## config.mk

```make
export PLATFORM = sky130hd
export DESIGN_NAME = serial_bus_user_access_bridge
export DESIGN_NICKNAME = d
export VERILOG_FILES = /design/src/rtl/bridge_pkg.sv /design/src/rtl/serial_bus_user_access_bridge.sv /design/src/rtl/addr_sync.sv
export VERILOG_INCLUDE_DIRS = /design/src /design/src/rtl
export SDC_FILE = /design/constraint.sdc
export NUM_CORES = 1
export LEC_CHECK = 0
export BUFFER_PORTS_ARGS = -buffer_cell sky130_fd_sc_hd__buf_2
export CAP_MARGIN = 20
export CORE_MARGIN = 4
export CORE_UTILIZATION = 55
export CTS_CLUSTER_DIAMETER = 150
export CTS_CLUSTER_SIZE = 16
export DETAILED_ROUTE_END_ITERATION = 7
export PLACE_DENSITY = 0.78
export SLEW_MARGIN = 10
export SYNTH_ARGS = -nofsm -noshare
export SYNTH_HDL_FRONTEND = slang
export SYNTH_HIERARCHICAL = 1
export SYNTH_SLANG_ARGS = --single-unit
```

## constraint.sdc

```tcl
create_clock -name clk_in -period 4.8 [get_ports clk_in]
set_input_delay 0.96 -clock clk_in [delete_from_list [all_inputs] [get_ports clk_in]]
set_output_delay 0.96 -clock clk_in [all_outputs]
set_load 0.01 [all_outputs]
```

## src/rtl/bridge_map.svh

```systemverilog
`ifndef BRIDGE_MAP_SVH
`define BRIDGE_MAP_SVH
// ------------------------------------------------------------
// message opcodes
// ------------------------------------------------------------
`define OPC_CONFIGURE 8'h03
`define OPC_CONFIG_OK 8'h05
`define OPC_CONFIG_FAIL 8'h06
`define OPC_USER_WRITE 8'h08
`define OPC_USER_READ 8'h09
`define OPC_READ_REPLY 8'h10
// ------------------------------------------------------------
// field positions and reset values
// ------------------------------------------------------------
`define BUS_ADDR_MSB 6
`define BOARD_FIELD_W 4
`define SLOT_FIELD_W 3
`define BYTE_RESET 8'h00
`define ADDR_RESET 7'h00
`define SYNC_STAGES_DEFAULT 2
`endif

```

## src/rtl/bridge_pkg.sv

```systemverilog
package bridge_pkg;
   typedef enum logic [4:0] {
      st_dest, st_opcode, st_requester, st_skip,
      st_cfg_byte, st_cfg_wait,
      st_wr_addr, st_wr_value, st_wr_put,
      st_rd_addr, st_rd_len,
      st_tx_dest, st_tx_opcode, st_tx_module,
      st_rd_astb, st_rd_dstb, st_tx_data
   } bridge_state_type;
endpackage : bridge_pkg

```

## src/rtl/serial_bus_user_access_bridge.sv

```systemverilog
// Operation
// - after configuring, reply 05 on success or 06 on failure, then module address
// - one or several value bytes accepted, applied in order from given address
// - a user write never produces any reply message
// - write: address under address strobe, then each value under data strobe with write
// - read reply is opcode 10, module address, then data bytes to requester
// - read: address under address strobe, then data collected under strobes, write low
// - message formats for user write and read are enforced; malformed ones dropped
// - answer only frames for own address: board switch high four, slot low three
`timescale 1ns/1ps
`include "bridge_map.svh"
module serial_bus_user_access_bridge
   import bridge_pkg::*;
(
   input wire logic clk_in,
   input wire logic rstn_in,
   input wire logic [`BOARD_FIELD_W-1:0] board_num_in,
   input wire logic [`SLOT_FIELD_W-1:0] slot_num_in,
   input wire logic rx_valid_in,
   input wire logic [7:0] rx_data_in,
   input wire logic rx_last_in,
   output logic rx_ready_out,
   output logic tx_valid_out,
   output logic [7:0] tx_data_out,
   output logic tx_last_out,
   input wire logic tx_ready_in,
   output logic cfg_valid_out,
   output logic [7:0] cfg_data_out,
   output logic cfg_last_out,
   input wire logic cfg_done_in,
   input wire logic cfg_ok_in,
   output logic [7:0] app_addr_out,
   output logic app_addr_stb_out,
   output logic [7:0] app_data_out,
   output logic app_data_stb_out,
   output logic app_write_out,
   input wire logic [7:0] app_rdata_in
);
   bridge_state_type state_reg, state_next;
   logic [7:0] op_reg, op_next, addr_reg, addr_next, data_reg, data_next;
   logic [7:0] cnt_reg, cnt_next, tx_data_reg, tx_data_next, cfg_data_reg, cfg_data_next;
   logic [`BUS_ADDR_MSB:0] req_reg, req_next, own_addr;
   logic first_reg, first_next, last_reg, last_next, ok_reg, ok_next;
   logic tx_last_reg, tx_last_next, astb_reg, astb_next, dstb_reg, dstb_next;
   logic write_reg, write_next, cfg_valid_reg, cfg_valid_next, cfg_last_reg, cfg_last_next;
   logic rx_take, tx_take;

   // ------------------------------------------------------------
   // own bus address
   // ------------------------------------------------------------
   addr_sync #(
      .WIDTH(`BUS_ADDR_MSB + 1),
      .STAGES(`SYNC_STAGES_DEFAULT)
   ) u_addr_sync (
      .clk_in(clk_in),
      .rstn_in(rstn_in),
      .async_in({board_num_in, slot_num_in}),
      .sync_out(own_addr)
   );

   // ------------------------------------------------------------
   // handshakes
   // ------------------------------------------------------------
   always_comb begin
      unique case (state_reg)
         st_dest, st_opcode, st_requester, st_skip, st_cfg_byte,
         st_wr_addr, st_wr_value, st_rd_addr, st_rd_len: rx_ready_out = 1'b1;
         default: rx_ready_out = 1'b0;
      endcase
   end
   assign tx_valid_out = (state_reg == st_tx_dest) || (state_reg == st_tx_opcode) ||
                         (state_reg == st_tx_module) || (state_reg == st_tx_data);
   assign rx_take = rx_ready_out && rx_valid_in;
   assign tx_take = tx_valid_out && tx_ready_in;

   // ------------------------------------------------------------
   // message sequencer
   // ------------------------------------------------------------
   always_comb begin
      state_next = state_reg;
      op_next = op_reg;
      req_next = req_reg;
      addr_next = addr_reg;
      data_next = data_reg;
      cnt_next = cnt_reg;
      first_next = first_reg;
      last_next = last_reg;
      ok_next = ok_reg;
      tx_data_next = tx_data_reg;
      tx_last_next = tx_last_reg;
      cfg_data_next = cfg_data_reg;
      astb_next = 1'b0;
      dstb_next = 1'b0;
      write_next = 1'b0;
      cfg_valid_next = 1'b0;
      cfg_last_next = 1'b0;
      unique case (state_reg)
         st_dest: begin
            if (rx_take && !rx_last_in) begin
               state_next = (rx_data_in == {1'b0, own_addr}) ? st_opcode : st_skip;
            end
         end
         st_opcode: begin
            if (rx_take) begin
               op_next = rx_data_in;
               if (rx_last_in) begin
                  state_next = st_dest;
               end else if (rx_data_in == `OPC_CONFIGURE || rx_data_in == `OPC_USER_WRITE ||
                            rx_data_in == `OPC_USER_READ) begin
                  state_next = st_requester;
               end else begin
                  state_next = st_skip;
               end
            end
         end
         st_requester: begin
            if (rx_take) begin
               req_next = rx_data_in[`BUS_ADDR_MSB:0];
               if (op_reg == `OPC_CONFIGURE) begin
                  ok_next = 1'b0;
                  tx_data_next = {1'b0, rx_data_in[`BUS_ADDR_MSB:0]};
                  tx_last_next = 1'b0;
                  state_next = rx_last_in ? st_tx_dest : st_cfg_byte;
               end else if (rx_last_in) begin
                  state_next = st_dest;
               end else begin
                  state_next = (op_reg == `OPC_USER_WRITE) ? st_wr_addr : st_rd_addr;
               end
            end
         end
         st_skip: begin
            if (rx_take && rx_last_in) begin
               state_next = st_dest;
            end
         end
         st_cfg_byte: begin
            if (rx_take) begin
               cfg_valid_next = 1'b1;
               cfg_data_next = rx_data_in;
               cfg_last_next = rx_last_in;
               if (rx_last_in) begin
                  state_next = st_cfg_wait;
               end
            end
         end
         st_cfg_wait: begin
            if (cfg_done_in) begin
               ok_next = cfg_ok_in;
               tx_data_next = {1'b0, req_reg};
               tx_last_next = 1'b0;
               state_next = st_tx_dest;
            end
         end
         st_wr_addr: begin
            if (rx_take) begin
               addr_next = rx_data_in;
               first_next = 1'b1;
               state_next = rx_last_in ? st_dest : st_wr_value;
            end
         end
         st_wr_value: begin
            if (rx_take) begin
               data_next = rx_data_in;
               first_next = 1'b0;
               if (first_reg) begin
                  astb_next = 1'b1;
                  write_next = 1'b1;
                  last_next = rx_last_in;
                  state_next = st_wr_put;
               end else begin
                  dstb_next = 1'b1;
                  write_next = 1'b1;
                  state_next = rx_last_in ? st_dest : st_wr_value;
               end
            end
         end
         st_wr_put: begin
            dstb_next = 1'b1;
            write_next = 1'b1;
            state_next = last_reg ? st_dest : st_wr_value;
         end
         st_rd_addr: begin
            if (rx_take) begin
               addr_next = rx_data_in;
               state_next = rx_last_in ? st_dest : st_rd_len;
            end
         end
         st_rd_len: begin
            if (rx_take) begin
               cnt_next = rx_data_in;
               tx_data_next = {1'b0, req_reg};
               tx_last_next = 1'b0;
               if (!rx_last_in) begin
                  state_next = st_skip;
               end else if (rx_data_in == `BYTE_RESET) begin
                  state_next = st_dest;
               end else begin
                  state_next = st_tx_dest;
               end
            end
         end
         st_tx_dest: begin
            if (tx_take) begin
               if (op_reg == `OPC_CONFIGURE) begin
                  tx_data_next = ok_reg ? `OPC_CONFIG_OK : `OPC_CONFIG_FAIL;
               end else begin
                  tx_data_next = `OPC_READ_REPLY;
               end
               state_next = st_tx_opcode;
            end
         end
         st_tx_opcode: begin
            if (tx_take) begin
               tx_data_next = {1'b0, own_addr};
               tx_last_next = (op_reg == `OPC_CONFIGURE);
               state_next = st_tx_module;
            end
         end
         st_tx_module: begin
            if (tx_take) begin
               tx_last_next = 1'b0;
               if (op_reg == `OPC_CONFIGURE) begin
                  state_next = st_dest;
               end else begin
                  astb_next = 1'b1;
                  state_next = st_rd_astb;
               end
            end
         end
         st_rd_astb: begin
            dstb_next = 1'b1;
            state_next = st_rd_dstb;
         end
         st_rd_dstb: begin
            tx_data_next = app_rdata_in;
            tx_last_next = (cnt_reg == 8'h01);
            state_next = st_tx_data;
         end
         st_tx_data: begin
            if (tx_take) begin
               cnt_next = cnt_reg - 8'h01;
               if (cnt_reg == 8'h01) begin
                  state_next = st_dest;
               end else begin
                  dstb_next = 1'b1;
                  state_next = st_rd_dstb;
               end
            end
         end
      endcase
   end

   always_ff @(posedge clk_in or negedge rstn_in) begin
      if (!rstn_in) begin
         state_reg <= st_dest;
         op_reg <= `BYTE_RESET;
         req_reg <= `ADDR_RESET;
         addr_reg <= `BYTE_RESET;
         data_reg <= `BYTE_RESET;
         cnt_reg <= `BYTE_RESET;
         first_reg <= 1'b0;
         last_reg <= 1'b0;
         ok_reg <= 1'b0;
         tx_data_reg <= `BYTE_RESET;
         tx_last_reg <= 1'b0;
         cfg_data_reg <= `BYTE_RESET;
         astb_reg <= 1'b0;
         dstb_reg <= 1'b0;
         write_reg <= 1'b0;
         cfg_valid_reg <= 1'b0;
         cfg_last_reg <= 1'b0;
      end else begin
         state_reg <= state_next;
         op_reg <= op_next;
         req_reg <= req_next;
         addr_reg <= addr_next;
         data_reg <= data_next;
         cnt_reg <= cnt_next;
         first_reg <= first_next;
         last_reg <= last_next;
         ok_reg <= ok_next;
         tx_data_reg <= tx_data_next;
         tx_last_reg <= tx_last_next;
         cfg_data_reg <= cfg_data_next;
         astb_reg <= astb_next;
         dstb_reg <= dstb_next;
         write_reg <= write_next;
         cfg_valid_reg <= cfg_valid_next;
         cfg_last_reg <= cfg_last_next;
      end
   end

   assign tx_data_out = tx_data_reg;
   assign tx_last_out = tx_last_reg;
   assign cfg_valid_out = cfg_valid_reg;
   assign cfg_data_out = cfg_data_reg;
   assign cfg_last_out = cfg_last_reg;
   assign app_addr_out = addr_reg;
   assign app_addr_stb_out = astb_reg;
   assign app_data_out = data_reg;
   assign app_data_stb_out = dstb_reg;
   assign app_write_out = write_reg;
endmodule : serial_bus_user_access_bridge

```

## src/rtl/addr_sync.sv

```systemverilog
`timescale 1ns/1ps
`include "bridge_map.svh"
module addr_sync #(
   parameter int WIDTH = 7,
   parameter int STAGES = `SYNC_STAGES_DEFAULT
) (
   input wire logic clk_in,
   input wire logic rstn_in,
   input wire logic [WIDTH-1:0] async_in,
   output logic [WIDTH-1:0] sync_out
);
   logic [WIDTH-1:0] stage_reg [STAGES];

   initial begin
      if (STAGES < 2 || WIDTH < 1) begin
         $error("addr_sync: needs at least two stages and one bit");
      end
   end

   // ------------------------------------------------------------
   // synchroniser chain
   // ------------------------------------------------------------
   always_ff @(posedge clk_in or negedge rstn_in) begin
      if (!rstn_in) begin
         for (int i = 0; i < STAGES; i++) begin
            stage_reg[i] <= '0;
         end
      end else begin
         stage_reg[0] <= async_in;
         for (int i = 1; i < STAGES; i++) begin
            stage_reg[i] <= stage_reg[i-1];
         end
      end
   end

   assign sync_out = stage_reg[STAGES-1];
endmodule : addr_sync

```

Yosys cells after proc, flatten, opt, wreduce, memory -nomap -nowiden. Memories as Yosys holds them, arrays and structs flattened. Cells that the tools add are included.

Register bits after elaboration: 83. Memory bits (read-only): 16. Output and inout port bits: 40. Word-level logic and storage cells: 161. Memories: 1.

$add $sub $neg: 1. Equal/unequal tests: 39. Mux-type cells: 70. Reduce and logical (&&, ||, !) cells: 31.

Memories: (name not given) (depth 16, width 1, read ports 1, clocked after memory_dff 0, write ports 0, line serial_bus_user_access_bridge.sv:65) `unique case (state_reg)`.

Operators by type and width (count): 5-bit one-hot mux with 17 select lines (1); 5-bit two-way mux (16); 8-bit two-way mux (8); 8-bit one-hot mux with 6 select lines (1); 5-bit by 4-bit == test with 1-bit output (second input constant) (8); 4-bit two-way mux (10); 2-bit inequality test (second input constant) (16); 8-bit by 4-bit == test with 1-bit output (second input constant) (3); 1-bit two-way mux (22); 5-bit by 3-bit == test with 1-bit output (second input constant) (4); 8-bit by 2-bit == test with 1-bit output (second input constant) (2); 8-bit one-hot mux with 2 select lines (1); 15-bit AND reduction (1); 7-bit AND reduction (2); 6-bit nonzero test (2); 5-bit by 2-bit == test with 1-bit output (second input constant) (2); 2-bit AND reduction (5); 3-bit AND reduction (3); 8-bit by 1-bit == test with 1-bit output (second input constant) (1); 8-bit by 7-bit == test with 1-bit output (1); 8-bit zero test (1); 1-bit one-hot mux with 2 select lines (4); 8-bit by 1-bit subtractor with 8-bit output (second input constant) (1); 2-bit two-way mux (3); 12 further kinds (23).

Logic depth before layout (Yosys ltp).
Depth in word-level cells: 7. Gate-level depth with buffers: 9. Mapped depth without buffers: 8.

By module. The synthesis kept the hierarchy.

By module, submodules not included: serial_bus_user_access_bridge (instances 1, cells each 384, area each 3976.3 um2, seq. area each 1726.7 um2); addr_sync (instances 1, cells each 21, area each 402.9 um2, seq. area each 350.3 um2).

Least setup slack after synthesis. No wires, ideal clock.

Path kind: input to register. From: input rx_data_in[4]. To: register state_reg[1]. Setup time: 125 ps. Arrival: 2244 ps. Data required time: 4675 ps. Setup slack: 2432 ps. Stages: 6. Cells stage by stage: clkbuf_1 -> nor4_1 -> nand4_1 -> a311oi_1 -> a31oi_1 -> mux2_2.

Cells in the longest elaborated chain, start to end: 5.

Ends and longest elaborated chain: start, declared (line serial_bus_user_access_bridge.sv:20) `input wire logic [7:0] rx_data_in,`; 8-bit zero test (no line); 4-bit two-way mux (line serial_bus_user_access_bridge.sv:195) `` end else if (rx_data_in == `BYTE_RESET) begin ``; 4-bit two-way mux (line serial_bus_user_access_bridge.sv:193) `if (!rx_last_in) begin`; 5-bit two-way mux (line serial_bus_user_access_bridge.sv:189) `if (rx_take) begin`; 5-bit one-hot mux with 17 select lines (*) (line serial_bus_user_access_bridge.sv:97) `unique case (state_reg)`; end signal, assigned (line serial_bus_user_access_bridge.sv:255) `state_reg <= st_dest;`; end signal, assigned (line serial_bus_user_access_bridge.sv:273) `state_reg <= state_next;`; end, declared (line serial_bus_user_access_bridge.sv:39) `bridge_state_type state_reg, state_next;`.

Every way passes the cells marked *; elsewhere a longest branch is shown, timed or not. The select of a mux whose other input is x is not followed. A chain may end at the register's enable or synchronous reset.

Worst setup path after layout.
From: register state_reg[2]. To: output tx_valid_out.

Cells in the longest elaborated chain, start to end: 4.

Ends and longest elaborated chain: 5-bit by 4-bit == test with 1-bit output (line serial_bus_user_access_bridge.sv:71) `assign tx_valid_out = (state_reg == st_tx_dest) || (state_reg == st_tx_opcode) ||`; 1-bit logical OR (2 in a row) (line serial_bus_user_access_bridge.sv:71); 1-bit logical OR (*) (line serial_bus_user_access_bridge.sv:72) `(state_reg == st_tx_module) || (state_reg == st_tx_data);`; end, declared (line serial_bus_user_access_bridge.sv:23) `output logic tx_valid_out,`.

Every way passes the cells marked *; elsewhere a longest branch is shown, timed or not.

==> summary.md <==
| Metric | Value |
|---|---|
| Die height | 97.2 um |
| Hold violation total from the final report | 0 |
| Routed vias | 3485 |
| DRT antenna net count | 0 |
| Clk slew on worst S/H paths | roughly 0.08 ns |
| Clock root cell | clkbuf_8 |
| Placeable Area | 7730 um2 |
| Count of mapped cells out of synthesis | 405 |
| Mean instance size in the synthesized netlist | about 11 um2 |
| Sequential fraction of the synthesis area | 0.474 |
| Startpoint of the tightest hold check path | u_addr_sync/stage_reg[9] |
| Instance count along the most critical hold path | 0 |
| Count of buffers inserted at the top-level ports | 69 |
| Cell type with the largest total area after synthesis | dfrtp_1 |
| Total power density per cell area | just under 600 nW/um2 |
| Area of the multi-input gates | 2090 um2 |
| Wirelength, routed | 11.0 mm |
| Yosys cell types | 62 |
| Worst EP arrival | between 1.5 and 2 ns |
| Launching point of the worst reg2reg path | state_reg[2] |
| Clock insertion delay at the later pin of the skew report | 0.35 ns |
| Ports placed on the boundary | 70 |
| Run status | finished, final reports clean |
| CP max-delay cell | dfrtp_1 |
| Area of the die | 9450 um2 |
| Cell with the most instances after synthesis | dfrtp_1 |
| Residual DRC count | 0 |
| Detailed-placement wirelength estimate | about 7.8 mm |
| Most frequent cells after synthesis | dfrtp_1, mux2_2, nor2_1 |
| Required time worst endpoint | 3.84 ns |
| Endpoint kind of the worst setup timing path | output port |
| Accumulated negative setup slack | 0 ns |
| CTS tree | done |
| Static leakage | roughly 2.3 nW |
| Actual transition at the worst max-transition pin | ~0.85 ns |
| Leading cell types by total area after synthesis | dfrtp_1, mux2_2, nor2_1 |
| Worst-case register-to-register setup slack | 1.95 ns |
| Commonest register cell after synthesis | dfrtp_1 |
| Cells along the critical path | nor2_2 -> a22oi_1 -> o22ai_2 -> buf_2 |
| Setup crit start kind | flip-flop |
| Hold buffers post-CTS | 0 |
| Final core occ | 0.637 |
| Period Utilization, post-route | 0.607 |
| Max transition margin | 0.430 |
| Syn nets | approximately 440 |
| Count of pins over their slew limit | 0 |
| Area after DPL | 4700 um2 |
| Routability congestion estimate from global placement | 0.897 |
| Average routed wire per standard cell | 19.4 um |
| Syn Std Cell Area | 4380 um2 |
| End point of the most critical hold path | u_addr_sync/sync_out[2] |
| Register area | approximately 2100 um2 |
| Setup-failing EPs final | 0 |
| Initial antenna violation count | 0 |
| Number of core rows | 32 |
| Die Span X | 97.2 um |
| Post-CTS Repair Setup Buffers | 0 |
| Min Clock Period, post-route | 2.91 ns |
| Clock buffer depth | 2 |
| DR iter-0 viols | 234 |
| WHS | 0.354 ns |
| Vias in the first global route | 3510 |
| Proportion of synthesized flip-flops having asynchronous set or reset | 1.00 |
| Fin nets | between 400 and 500 |
| Layout Skew | 0.0133 ns |
| Path depth of the worst reg2reg path | 6 |
| Max-capacitance violation count | 0 |
| Worst path bufs/invs | 1 |
| Pin count of the biggest net entering global routing | 84 |
| Via-to-Cell Ratio | 6.15 |
| EDFF count, synth | 0 |
| Final standard cell area without fillers | 4920 um2 |
| Fill count | ~600 |
| Ant diodes | 0 |
| Starting density of the core | 0.567 |
| Synth-to-layout area growth | 12.4% |
| Max IR drop VDD | about 410 uV |
| Delay contributed by the slowest stage of the critical path | 0.70 ns |
| Maximum fanout count along the critical path | 26 |
| Delay-heaviest family, CP | flip-flops |
| CTS HTree Levels | 3 |
| Wire length of the first global-routing pass | between 15 and 20 mm |
| Number of buffers created by CTS | 9 |
| Crit Path Category | reg2out |
| Total GRT Usage | 0.238 |
| Leftover overflow at the end of global routing | 0 |
| Proportion of layout cells with a drive suffix above 1 | 0.323 |
| Warnings, synthesis | 6 |
| Number of clock sinks | 83 |
| RSZ-0062 raised after global routing | no |
| Total of flip-flops plus latches after synthesis | 83 |
| Resize count post-CTS | 0 |
| First drt pass iteration count | 5 |
| Type of the worst min-delay path | reg2reg |
| Critical R2R Capture | tx_data_out[0] |
| FMAX | 343 MHz |
| Area share of the leading cell type in the synthesized netlist | 0.474 |
==> per-stage QoR <==
| stage | setup WS (ns) | total power (W) | instances |
|---|---|---|---|
| 2_1_floorplan | 2.43 | 0.00203 | 405 |
| 3_3_place_gp | 2.14 | 0.00234 | 550 |
| 3_5_place_dp | 2.01 | 0.00239 | 550 |
| 4_1_cts | 1.93 | 0.00291 | 566 |
| 5_1_grt | 1.74 | 0.00310 | 567 |
| 6_report | 1.89 | 0.00290 | 567 |
==> cells in the final DEF (no fill, tap or decap), types with 2 or more instances in the layout <==
master      Yosys  layout
a211oi_1        3       3
a21oi_1        22      22
a222oi_1        7       7
a22oi_1         5       5
a311oi_1        2       2
a31oi_1         7       7
and2b_1         2       2
buf_2           3      68
clkbuf_8        0       9
clkinvlp_4      0       2
dfrtp_1        83      83
ha_1            6       6
inv_1          15      15
inv_6           0       2
mux2_2         44      44
mux2_4          7       7
mux2i_1         5       5
nand2_1        23      23
nand2b_1        7       7
nand3_1        13      13
nand3b_1        5       5
nand4_1         3       3
nand4b_1        2       2
nor2_1         36      36
nor2_2          2       2
nor2b_1         7       7
nor3_1          6       6
nor3_4          2       2
nor3b_1         2       2
nor4_1          6       6
o21ai_0        15      15
o22a_1          4       4
o22ai_1         3       3
or3_1           2       2
xor2_1          7       7
==> cells by family after synthesis <==
| family | synth area share |
|---|---|
| AO/OA/AOI/OAI | 0.137 |
| XOR/XNOR | 0.0160 |
| adder cells (fa/ha/maj) | 0.0171 |
| buffers and inverters | 0.0489 |
| flip-flops | 0.474 |
| multiplexers | 0.149 |
| AND/OR/NAND/NOR | 0.158 |
==> layout make-up <==
| type | instances | area share |
|---|---|---|
| Sequential cell | 83 | 0.422 |
| Tap cell | 102 | 0.0259 |
| Clock inverter | 6 | 0.0145 |
| Multi-Input combinational cell | 281 | 0.424 |
| Inverter | 15 | 0.0114 |
| Clock buffer | 10 | 0.0259 |
| Timing Repair Buffer | 70 | 0.0762 |
==> worst max path at each step <==
stage,end,slack (ns),startpoint,cells past startpoint
after detailed placement,tx_data_out[0],2.01,state_reg[2],6
after global routing,tx_data_out[1],1.74,state_reg[2],6
after global placement,tx_data_out[1],2.14,state_reg[2],6
final,tx_valid_out,1.89,state_reg[2],4
after floorplan,state_reg[1],2.43,rx_data_in[4],6
after CTS,tx_valid_out,1.93,state_reg[2],4
==> power by group <==
part	leakage (nW)	switching, W	internal [W]
combinational	1.15	0.000651	0.000586
clock	0.0935	0.000262	0.000245
sequential	1.03	0.000206	0.000955
total	2.28	0.00112	0.00179
==> layer usage <==
layer,track usage,part of all wire
met5,0,0
met4,0.0884,0.031
met3,0.0560,0.076
met2,0.385,0.47
met1,0.314,0.42
Power figures use the tool's default switching activity.
